**config.mk**
```make
export PLATFORM = sky130hd
export DESIGN_NAME = tps_core
export DESIGN_NICKNAME = d
export VERILOG_FILES = /design/src/tps_pkg.sv /design/src/tps_core.sv
export VERILOG_INCLUDE_DIRS = /design/src
export SDC_FILE = /design/constraint.sdc
export NUM_CORES = 1
export LEC_CHECK = 0
export BUFFER_PORTS_ARGS = -buffer_cell sky130_fd_sc_hd__clkbuf_2
export CAP_MARGIN = 20
export CORE_ASPECT_RATIO = 1.1
export CORE_MARGIN = 5
export CORE_UTILIZATION = 45
export DETAILED_ROUTE_END_ITERATION = 10
export GPL_ROUTABILITY_DRIVEN = 0
export PLACE_DENSITY = 0.71
export SLEW_MARGIN = 25
export SYNTH_ARGS = -nofsm -noshare
export SYNTH_HDL_FRONTEND = slang
export SYNTH_SLANG_ARGS = --single-unit
export TNS_END_PERCENT = 5
```
**constraint.sdc**
```tcl
create_clock -name hclk -period 4.6 [get_ports hclk]
set_input_delay 0 -clock hclk [delete_from_list [all_inputs] [get_ports hclk]]
set_output_delay 0 -clock hclk [all_outputs]
set_load 0.01 [all_outputs]
```
**src/tps_params.svh**
```systemverilog
// Purpose: Constants for the sequencer input block
// Assumes: 10 MHz hclk
// Notes: Offsets are byte addresses on the register bus
`ifndef TPS_PARAMS_SVH
`define TPS_PARAMS_SVH
`define TPS_CLK_KHZ 10000
`define TPS_TIMER_MS 30
`define TPS_TIMER_CYC (`TPS_TIMER_MS * `TPS_CLK_KHZ)
`define TPS_OFF_CTRL 8'h00
`define TPS_OFF_STATUS 8'h04
`define TPS_OFF_CURSOR 8'h08
`define TPS_CTRL_AUXSEL 0
`define TPS_CTRL_ESCCLR 1
`define TPS_ESC_CODE 7'h1b
`define TPS_LINE_MAX 5'h17
`define TPS_COL_MAX 7'h4f
`define TPS_ROLL_MAX 5'h17
`define TPS_ROLL_STEP 11'h050
`endif

```
**src/tps_pkg.sv**
```systemverilog
// Purpose: Types shared by the sequencer input block
// Assumes: Nothing beyond SystemVerilog
// Notes: Sequencer commands arrive as one code per strobe
package tps_pkg;
  // Operating mode of the logic array
  typedef enum logic {
    TPS_IDLE = 1'b0,
    TPS_EXEC = 1'b1
  } tps_mode_e;
  // Sequence counter commands
  typedef enum logic [2:0] {
    TPS_SEQ_HOLD = 3'b000,
    TPS_SEQ_NEXT = 3'b001,
    TPS_SEQ_LOAD = 3'b010,
    TPS_SEQ_CLEAR = 3'b011,
    TPS_SEQ_LDOP = 3'b100,
    TPS_SEQ_GOIDLE = 3'b101
  } tps_seq_cmd_e;
endpackage
```
**src/tps_core.sv**
```systemverilog
// Purpose: Condition inputs and counters of the array sequencer
// Assumes: All inputs synchronous to hclk, strobe is one cycle
// Notes: Registers reached over AHB-Lite with no wait states
//
// The AHB-Lite slave port and the register addresses were decided locally.
`timescale 1ns/100ps
`include "tps_params.svh"

// Operation
// - Four step bits feed array, both modes
// - Sixteen steps per mode and operation
// - Mode bit selects term interpretation
// - Escape flag set by code or keyboard
// - Insert select passed in idle mode
// - Seven byte bits decoded in idle mode
// - Format level passed in execution mode
// - Illegal off screen or underflow pulse
// - Operation bits weighted 1,2,4,8
// - Timer carry low during timeout, high after it until a strobe, else pulses
// - Protect needs format and protected byte
// - Transmitter active passed while sending
// - Each scroll step moves start 80
// - Scroll count 23 flags and wraps
// - Separate line and column increments
// - Lockout ignores keyboard entry
// - Keyboard full reset clears everything
// - Serial timing from x16 clock
// - UART clock chosen main or auxiliary
// - Null bytes never transmitted
// - Local-only keyboard ops not transmitted
// - Updates timed to master strobe, except timer countdown, key accept, keyboard full reset and bus writes
// - Cursor line counts 0 to 23
// - Cursor column counts 0 to 79
module tps_core #(
  parameter int unsigned TIMER_CYCLES = `TPS_TIMER_CYC
) (
  input wire logic hclk,
  input wire logic hresetn,
  input wire logic hsel,
  input wire logic [7:0] haddr,
  input wire logic [1:0] htrans,
  input wire logic hwrite,
  input wire logic [2:0] hsize,
  input wire logic [31:0] hwdata,
  input wire logic hready,
  output logic hreadyout,
  output logic hresp,
  output logic [31:0] hrdata,
  input wire logic master_timing_strobe,
  input wire tps_pkg::tps_seq_cmd_e seq_cmd,
  input wire logic [3:0] seq_value,
  input wire logic [6:0] byte_lines,
  input wire logic byte_present,
  input wire logic esc_clear,
  input wire logic insert_select,
  input wire logic cell_protected,
  input wire logic format_clock,
  input wire logic lockout_clock,
  input wire logic timer_start,
  input wire logic transmitter_active,
  input wire logic line_count_up,
  input wire logic line_count_down,
  input wire logic line_clear,
  input wire logic column_count_up,
  input wire logic column_count_down,
  input wire logic column_clear,
  input wire logic saved_load,
  input wire logic saved_line_dec,
  input wire logic saved_column_dec,
  input wire logic roll_up,
  input wire logic key_strobe,
  input wire logic kb_escape_set,
  input wire logic keyboard_full_reset,
  input wire logic local_only_key_op,
  input wire logic tx_load_req,
  input wire logic main_serial_clock_x16,
  input wire logic aux_serial_clock_x16,
  output logic [13:0] pla_inputs,
  output logic [3:0] step_count_bits,
  output logic [3:0] operation_code_bits,
  output logic escape_pending,
  output logic keyboard_lockout,
  output logic key_accept,
  output logic uart_load,
  output logic uart_clock_x16,
  output logic [4:0] cursor_line,
  output logic [6:0] cursor_column,
  output logic [10:0] display_start,
  output logic roll_at_max
);

  // Full reset from the keyboard acts like a synchronous clear
  logic kill;
  // Strobe qualifier shared by sequencer, flag, cursor and UART load updates
  logic stb;
  assign stb = master_timing_strobe & ~keyboard_full_reset;
  assign kill = keyboard_full_reset;

  // ---------------- Sequencer state ----------------
  tps_pkg::tps_mode_e mode_ff, nxt_mode;
  logic [3:0] seq_ff, nxt_seq; // program counter
  logic [3:0] opn_ff, nxt_opn; // current operation

  // Next sequence, mode and operation
  always_comb begin
    nxt_mode = mode_ff;
    nxt_seq = seq_ff;
    nxt_opn = opn_ff;
    if (kill) begin
      nxt_mode = tps_pkg::TPS_IDLE;
      nxt_seq = 4'h0;
      nxt_opn = 4'h0;
    end else if (stb) begin
      case (seq_cmd)
        // sixteen steps, counter wraps after 15
        tps_pkg::TPS_SEQ_NEXT: nxt_seq = seq_ff + 4'h1;
        tps_pkg::TPS_SEQ_LOAD: nxt_seq = seq_value;
        tps_pkg::TPS_SEQ_CLEAR: nxt_seq = 4'h0;
        tps_pkg::TPS_SEQ_LDOP: begin
          // Loading an operation moves into execution mode
          nxt_opn = seq_value;
          nxt_mode = tps_pkg::TPS_EXEC;
          nxt_seq = 4'h0;
        end
        tps_pkg::TPS_SEQ_GOIDLE: begin
          nxt_mode = tps_pkg::TPS_IDLE;
          nxt_seq = 4'h0;
        end
        tps_pkg::TPS_SEQ_HOLD: nxt_seq = seq_ff;
        default: nxt_seq = seq_ff;
      endcase
    end
  end

  always_ff @(posedge hclk or negedge hresetn) begin
    if (!hresetn) begin
      mode_ff <= tps_pkg::TPS_IDLE;
      seq_ff <= 4'h0;
      opn_ff <= 4'h0;
    end else begin
      mode_ff <= nxt_mode;
      seq_ff <= nxt_seq;
      opn_ff <= nxt_opn;
    end
  end

  // ---------------- Flags ----------------
  logic esc_ff, nxt_esc; // escape lead-in seen
  logic fmt_ff, nxt_fmt; // format mode on
  logic lock_ff, nxt_lock; // keyboard locked out
  logic sw_esc_clr; // software clear of escape flag
  logic esc_hit; // escape code decoded on the bus
  logic kb_ok; // keyboard entry allowed

  assign kb_ok = ~lock_ff;
  assign esc_hit = byte_present & (byte_lines == `TPS_ESC_CODE) &
                   (mode_ff == tps_pkg::TPS_IDLE);

  // Flag updates; a set beats a clear in the same cycle
  always_comb begin
    nxt_esc = esc_ff;
    nxt_fmt = fmt_ff;
    nxt_lock = lock_ff;
    if (kill) begin
      nxt_esc = 1'b0;
      nxt_fmt = 1'b0;
      nxt_lock = 1'b0;
    end else begin
      if (sw_esc_clr | (stb & esc_clear))
        nxt_esc = 1'b0;
      if (stb & (esc_hit | (kb_escape_set & kb_ok)))
        nxt_esc = 1'b1;
      // Set or clear chosen by the step counter's low bit
      if (stb & format_clock)
        nxt_fmt = seq_ff[0];
      if (stb & lockout_clock)
        nxt_lock = seq_ff[0];
    end
  end

  // Flag registers
  always_ff @(posedge hclk or negedge hresetn) begin
    if (!hresetn) begin
      esc_ff <= 1'b0;
      fmt_ff <= 1'b0;
      lock_ff <= 1'b0;
    end else begin
      esc_ff <= nxt_esc;
      fmt_ff <= nxt_fmt;
      lock_ff <= nxt_lock;
    end
  end

  // ---------------- Cursor and scroll ----------------
  logic [4:0] line_ff, nxt_line; // cursor line
  logic [6:0] col_ff, nxt_col; // cursor column
  logic [4:0] sline_ff, nxt_sline; // saved line count
  logic [6:0] scol_ff, nxt_scol; // saved column count
  logic luf_ff, nxt_luf; // saved line has underflowed
  logic ufp_ff, nxt_ufp; // one-cycle underflow pulse
  logic [4:0] roll_ff, nxt_roll; // scroll counter
  logic offscr; // cursor off the displayable screen

  assign offscr = (line_ff > `TPS_LINE_MAX) | (col_ff > `TPS_COL_MAX);

  // Counter updates; moving past an edge leaves the count off screen
  // so the program can see it and correct the cursor itself
  always_comb begin
    nxt_line = line_ff;
    nxt_col = col_ff;
    nxt_sline = sline_ff;
    nxt_scol = scol_ff;
    nxt_luf = luf_ff;
    nxt_ufp = 1'b0;
    nxt_roll = roll_ff;
    if (kill) begin
      nxt_line = 5'h00;
      nxt_col = 7'h00;
      nxt_sline = 5'h00;
      nxt_scol = 7'h00;
      nxt_luf = 1'b0;
      nxt_roll = 5'h00;
    end else if (stb) begin
      if (line_clear)
        nxt_line = 5'h00;
      else if (line_count_up)
        nxt_line = line_ff + 5'h01;
      else if (line_count_down)
        nxt_line = line_ff - 5'h01;
      if (column_clear)
        nxt_col = 7'h00;
      else if (column_count_up)
        nxt_col = col_ff + 7'h01;
      else if (column_count_down)
        nxt_col = col_ff - 7'h01;
      if (saved_load) begin
        nxt_sline = line_ff;
        nxt_scol = col_ff;
        nxt_luf = 1'b0;
      end else begin
        if (saved_line_dec & ~luf_ff) begin
          nxt_sline = sline_ff - 5'h01;
          if (sline_ff == 5'h00) begin
            nxt_luf = 1'b1;
            nxt_ufp = 1'b1;
          end
        end
        // Column counts only once the line has been reached
        if (saved_column_dec & luf_ff) begin
          nxt_scol = scol_ff - 7'h01;
          if (scol_ff == 7'h00)
            nxt_ufp = 1'b1;
        end
      end
      if (roll_up)
        nxt_roll = (roll_ff == `TPS_ROLL_MAX) ? 5'h00 :
                   roll_ff + 5'h01;
    end
  end

  // Cursor and scroll registers
  always_ff @(posedge hclk or negedge hresetn) begin
    if (!hresetn) begin
      line_ff <= 5'h00;
      col_ff <= 7'h00;
      sline_ff <= 5'h00;
      scol_ff <= 7'h00;
      luf_ff <= 1'b0;
      ufp_ff <= 1'b0;
      roll_ff <= 5'h00;
    end else begin
      line_ff <= nxt_line;
      col_ff <= nxt_col;
      sline_ff <= nxt_sline;
      scol_ff <= nxt_scol;
      luf_ff <= nxt_luf;
      ufp_ff <= nxt_ufp;
      roll_ff <= nxt_roll;
    end
  end

  // ---------------- Timeout timer ----------------
  logic [18:0] tcnt_ff, nxt_tcnt; // cycles left in the timeout
  logic trun_ff, nxt_trun; // timeout in progress
  logic tdone_ff, nxt_tdone; // timeout just ended, carry held high
  logic carry; // carry term to the array

  always_comb begin
    nxt_tcnt = tcnt_ff;
    nxt_trun = trun_ff;
    nxt_tdone = tdone_ff;
    if (kill) begin
      nxt_trun = 1'b0;
      nxt_tdone = 1'b0;
      nxt_tcnt = 19'h00000;
    end else if (stb & timer_start) begin
      nxt_trun = 1'b1;
      nxt_tdone = 1'b0;
      nxt_tcnt = 19'(TIMER_CYCLES - 1);
    end else if (trun_ff) begin
      // Timer counts every cycle, not only on strobes
      if (tcnt_ff == 19'h00000) begin
        nxt_trun = 1'b0;
        nxt_tdone = 1'b1;
      end else begin
        nxt_tcnt = tcnt_ff - 19'h00001;
      end
    end else if (stb) begin
      // End level is consumed by the next strobe
      nxt_tdone = 1'b0;
    end
  end

  // Timer registers
  always_ff @(posedge hclk or negedge hresetn) begin
    if (!hresetn) begin
      tcnt_ff <= 19'h00000;
      trun_ff <= 1'b0;
      tdone_ff <= 1'b0;
    end else begin
      tcnt_ff <= nxt_tcnt;
      trun_ff <= nxt_trun;
      tdone_ff <= nxt_tdone;
    end
  end

  // Idle timer lets the carry follow the strobe as a pulse
  assign carry = ~trun_ff & (tdone_ff | master_timing_strobe);

  // ---------------- Array inputs and outputs ----------------
  logic [13:0] nxt_pla, pla_ff; // assembled array word
  logic aux_sel_ff, nxt_aux_sel; // UART clock source choice
  logic clk_ff, nxt_clk; // selected x16 clock
  logic uld_ff, nxt_uld; // UART load after filtering
  logic key_ff, nxt_key; // accepted key strobe

  always_comb begin
    if (mode_ff == tps_pkg::TPS_IDLE) begin
      nxt_pla = {seq_ff, esc_ff, 1'b0, insert_select, byte_lines};
    end else begin
      nxt_pla = {seq_ff, fmt_ff, 1'b1, offscr | ufp_ff, opn_ff,
                 carry, fmt_ff & cell_protected, transmitter_active};
    end
  end

  // Serial side filtering and clock choice
  always_comb begin
    nxt_clk = aux_sel_ff ? aux_serial_clock_x16 : main_serial_clock_x16;
    nxt_uld = stb & tx_load_req & (byte_lines != 7'h00) &
              ~local_only_key_op;
    nxt_key = key_strobe & kb_ok & ~kill;
  end

  // Output registers
  always_ff @(posedge hclk or negedge hresetn) begin
    if (!hresetn) begin
      pla_ff <= 14'h0000;
      clk_ff <= 1'b0;
      uld_ff <= 1'b0;
      key_ff <= 1'b0;
    end else begin
      pla_ff <= nxt_pla;
      clk_ff <= nxt_clk;
      uld_ff <= nxt_uld;
      key_ff <= nxt_key;
    end
  end

  assign pla_inputs = pla_ff;
  assign step_count_bits = seq_ff;
  assign operation_code_bits = opn_ff;
  assign escape_pending = esc_ff;
  assign keyboard_lockout = lock_ff;
  assign key_accept = key_ff;
  assign uart_load = uld_ff;
  assign uart_clock_x16 = clk_ff;
  assign cursor_line = line_ff;
  assign cursor_column = col_ff;
  assign display_start = 11'(roll_ff * `TPS_ROLL_STEP);
  assign roll_at_max = (roll_ff == `TPS_ROLL_MAX);

  // ---------------- AHB-Lite slave ----------------
  logic wr_ff, nxt_wr; // write data phase pending
  logic [7:0] wad_ff, nxt_wad; // address of the pending write
  logic [31:0] rd_ff, nxt_rd; // read data for the data phase
  logic take; // address phase accepted

  assign take = hsel & htrans[1] & hready;

  // Address decode, read capture and write completion
  always_comb begin
    nxt_wr = take & hwrite;
    nxt_wad = take ? haddr : wad_ff;
    nxt_rd = 32'h00000000;
    nxt_aux_sel = aux_sel_ff;
    sw_esc_clr = 1'b0;
    if (take & ~hwrite) begin
      case (haddr)
        `TPS_OFF_CTRL: nxt_rd = {31'h00000000, aux_sel_ff};
        `TPS_OFF_STATUS:
          nxt_rd = {18'h00000, roll_at_max, trun_ff, lock_ff, fmt_ff,
                    esc_ff, opn_ff, mode_ff, seq_ff};
        `TPS_OFF_CURSOR:
          nxt_rd = {11'h000, roll_ff, 1'b0, col_ff, 3'h0, line_ff};
        // Unmapped addresses read zero
        default: nxt_rd = 32'h00000000;
      endcase
    end
    // Only the control word is writable
    if (wr_ff & (wad_ff == `TPS_OFF_CTRL)) begin
      nxt_aux_sel = hwdata[`TPS_CTRL_AUXSEL];
      sw_esc_clr = hwdata[`TPS_CTRL_ESCCLR];
    end
    if (kill)
      nxt_aux_sel = 1'b0;
  end

  // Bus registers
  always_ff @(posedge hclk or negedge hresetn) begin
    if (!hresetn) begin
      wr_ff <= 1'b0;
      wad_ff <= 8'h00;
      rd_ff <= 32'h00000000;
      aux_sel_ff <= 1'b0;
    end else begin
      wr_ff <= nxt_wr;
      wad_ff <= nxt_wad;
      rd_ff <= nxt_rd;
      aux_sel_ff <= nxt_aux_sel;
    end
  end

  // Never stalls and never errors; hsize is not checked
  assign hreadyout = 1'b1;
  assign hresp = 1'b0;
  assign hrdata = rd_ff;

endmodule // tps_core

```
==> impl_metrics.toml <==
[job]
drv_cap = 0

[floorplan]
pin_count = 175
die_w_um = 119
die-area_um2 = 15400
die_h_um = 130
initial_utilization = 0.461
core_area_um2 = 12700
num_rows = 43

[power_and_ir_drop]
switching_share = 0.289
power.density_nw_per_um2 = 331
switching_power_w = 0.000680
max-vdd-ir-drop_mv = 0.209
p_clk_frac = 0.334
power_frac_comb = 0.189
seqPwrFrac = 0.477
p_int_w = 0.00167
power_leakage_nw = 3.41

[cts]
cts-root-buf = "clkbuf_16"
clk_pin_slew_ps = 70
worst_skew_pair.late_latency_ps = 350
numCtsBuffers = 9
cts_buffer_depth = 2
post-cts-setup-buffers = 0
cts_tree = "built"
cts.htree.levels = 3
numClockSinks = 111

[route]
top_layer = "met4"
routed_via_density = 5.62
drc = 0
drtIter0Drc = 375
via_count = 5027
antenna_left = 0
wl_met2_mm = 7.91
dr.pass1.iters = 5
avgRoutedWirePerCell_um = 17.5
wl_met3_mm = 1.03
met1_length_mm = 6.50
drt_wl_total_mm = 15.6

[sta]
rsz0062_at_grt = "false"
slew_violations = 0
setup_viol = 0
relSlewSlack = 0.349
tightest_slew_ps = 976
hold_viol = 0
period_share = 0.585
min_period_ps = 2690
skew_ps = 7.28
setup-tns-final_ps = 0
max_freq_ghz = 0.372

[critical_path]
crit_chain = "inv_1 -> ha_1 -> or4b_4 -> or4b_4 -> o211ai_2 -> or4_1 -> a31oi_1"
worstSetupEndpointType = "register"
worstRegToRegCells = 7
startpoint = "tcnt_ff[1]"
cp_slowest_cell = "or4b_4"
critical_path_class = "reg2reg"
critical_path.top_delay_family = "simple AND/OR/NAND/NOR gates"
critPathRequiredTime_ps = 4800
critPathMaxStageDelay_ps = 580
cp.arrival_ps = 2890
worstSetupStartpointType = "register"
crit_buf_inv = 1
r2r-start = "tcnt_ff[1]"
cp_common_cell = "or4b_4"
crit_cells = 7
worst-path-max-fanout = 15

[placed_design]
hpwl_mm = 11.0
dp_cells = 842
port_buffers = 122

[logic_synthesis]
synth_flop_cell = "dfrtp_1"
synthAdderAreaFrac = 0.0551
ys_async_sr_fraction = 1.00
yosys_warnings = 0
yosysUniqueCellTypes = 58
synth_mux_area_frac = 0.0393
synth-compound-area-share = 0.163
syn_inst = 595
synth_top_family_by_area = "simple AND/OR/NAND/NOR gates"
synth_area_leaders = "dfrtp_1 47%, ha_1 4.5%, a21oi_1 4.1%"
synth-xor-area-share = 0.0194
netlist_area_um2 = 5860
seq_area_frac_synth = 0.474
ys_seq_elements = 111
synth_top_area_share = 0.474
synth-simple-area-share = 0.185
synth_most_common_cell = "dfrtp_1"
synth_edf_count = 0
synth_common_cells = "111 x dfrtp_1, 48 x a21oi_1, 46 x nand2_1, 37 x nor2_1, 35 x o21ai_0"
yosysTopAreaCell = "dfrtp_1"
avgSynthCellArea_um2 = 9.84

[min_path]
hp-start = "esc_clear"
hold_depth = 4
hold_class = "in2reg"

[global_route]
grt_pass1_vias = 5017
track_usage = 0.205
grt_max_degree = 70
antenna_found_initial = 0
grt_overflow_total = 0
grt_pass1_wl_mm = 25.4

[layout]
fillCellCount = 1072
areaGrowthSynthToFinish_pct = 21.5
drive_gt1_frac = 0.224
nNetsFinal = 846
antennaDiodeCount = 0
multi_input_area_um2 = 2770
final_cells = 894
seqCellArea_um2 = 2780

[outcome]
outcome = "finished, final reports clean"
tightest hold or removal path, stage by stage:
cell and delay (ps):
clkbuf_2 90, nand2_1 60, a32oi_1 80, nor2_1 100
area by class of cell:
cell class	instances	share of cell area
timing repair buffer	161	0.140
sequential	111	0.390
tap	157	0.0276
multi-input combinational	429	0.389
clock inverter	4	0.00774
clock buffer	12	0.0346
inverter	20	0.0105
power groups by stage:
stage	logic [W]	registers (W)	clock network (W)
floorplan	0.000292	0.00112	0
global placement	0.000400	0.00114	0
detailed placement	0.000419	0.00114	0
CTS	0.000445	0.00112	0.000798
global route	0.000498	0.00113	0.000844
finish	0.000445	0.00112	0.000787
kinds of logic after synthesis:
group / after synthesis
xor+xnor: 13
mux: 21
fa+ha+maj: 24
simple gates: 201
compound gates: 152
buf+inv: 71
flops: 111
other cells: 2
sequential cells by signal (all words and copies together), names as in the netlist, 7 cells and up:
register / flops
tcnt_ff: 19
pla_inputs: 14
wad_ff: 8
scol_ff: 7
cursor_column: 7
hrdata: 20
metal layers:
metal	global-route usage	vias up
li1	-	2368
met1	0.255	2463
met2	0.370	178
met3	0.0380	18
met4	0.0545	0
met5	0	-
timing repair:
item | CTS | global route
hold buffers | 36 | 0
endpoints found under the hold margin | 104 | 0
resized for setup | 0 | 0
per-stage QoR:
| stage | util | hold slack, ps | setup slack (ps) | total power [W] | cell area [um2] |
|---|---|---|---|---|---|
| after CTS | 0.561 | 32.2 | 1910 | 0.00236 | 7120 |
| final | 0.561 | 33.3 | 1910 | 0.00236 | 7120 |
| after detailed placement | 0.508 | 165 | 1910 | 0.00156 | 6450 |
| after floorplan | - | -296 | 2310 | 0.00141 | 5920 |
| after global placement | 0.508 | 156 | 2010 | 0.00154 | 6450 |
| after global routing | 0.561 | 56.7 | 1760 | 0.00247 | 7120 |
final timing paths:
| path | end | slack (ps) |
|---|---|---|
| setup / recovery | tcnt_ff[7] | 1910 |
| hold / removal | escape_pending | 30 |
| setup reg to reg | tcnt_ff[7] | 1910 |
| hold reg to reg | wad_ff[3] | 480 |
| max in group asynchronous | mode_ff | 3180 |
| min in group asynchronous | hrdata[19] | 310 |
layout by cell type, fill, tap and decap left out, types with 9 or more instances in the layout:
| cell type | count |
|---|---|
| nor3b_1 | 14 |
| or4_1 | 14 |
| and2_1 | 11 |
| dfrtp_1 | 111 |
| mux2_2 | 16 |
| nand2_1 | 46 |
| inv_1 | 20 |
| o31ai_1 | 15 |
| clkbuf_16 | 9 |
| ha_1 | 21 |
| conb_1 | 18 |
| nor2_1 | 37 |
| nor4_1 | 9 |
| a21oi_1 | 48 |
| a22oi_1 | 12 |
| dlygate4sd3_1 | 36 |
| clkbuf_2 | 121 |
| a31oi_1 | 9 |
| nand3_1 | 11 |
| nor3_1 | 14 |
| or3_1 | 11 |
| o21ai_0 | 35 |
(Power assumes the default switching activity.)
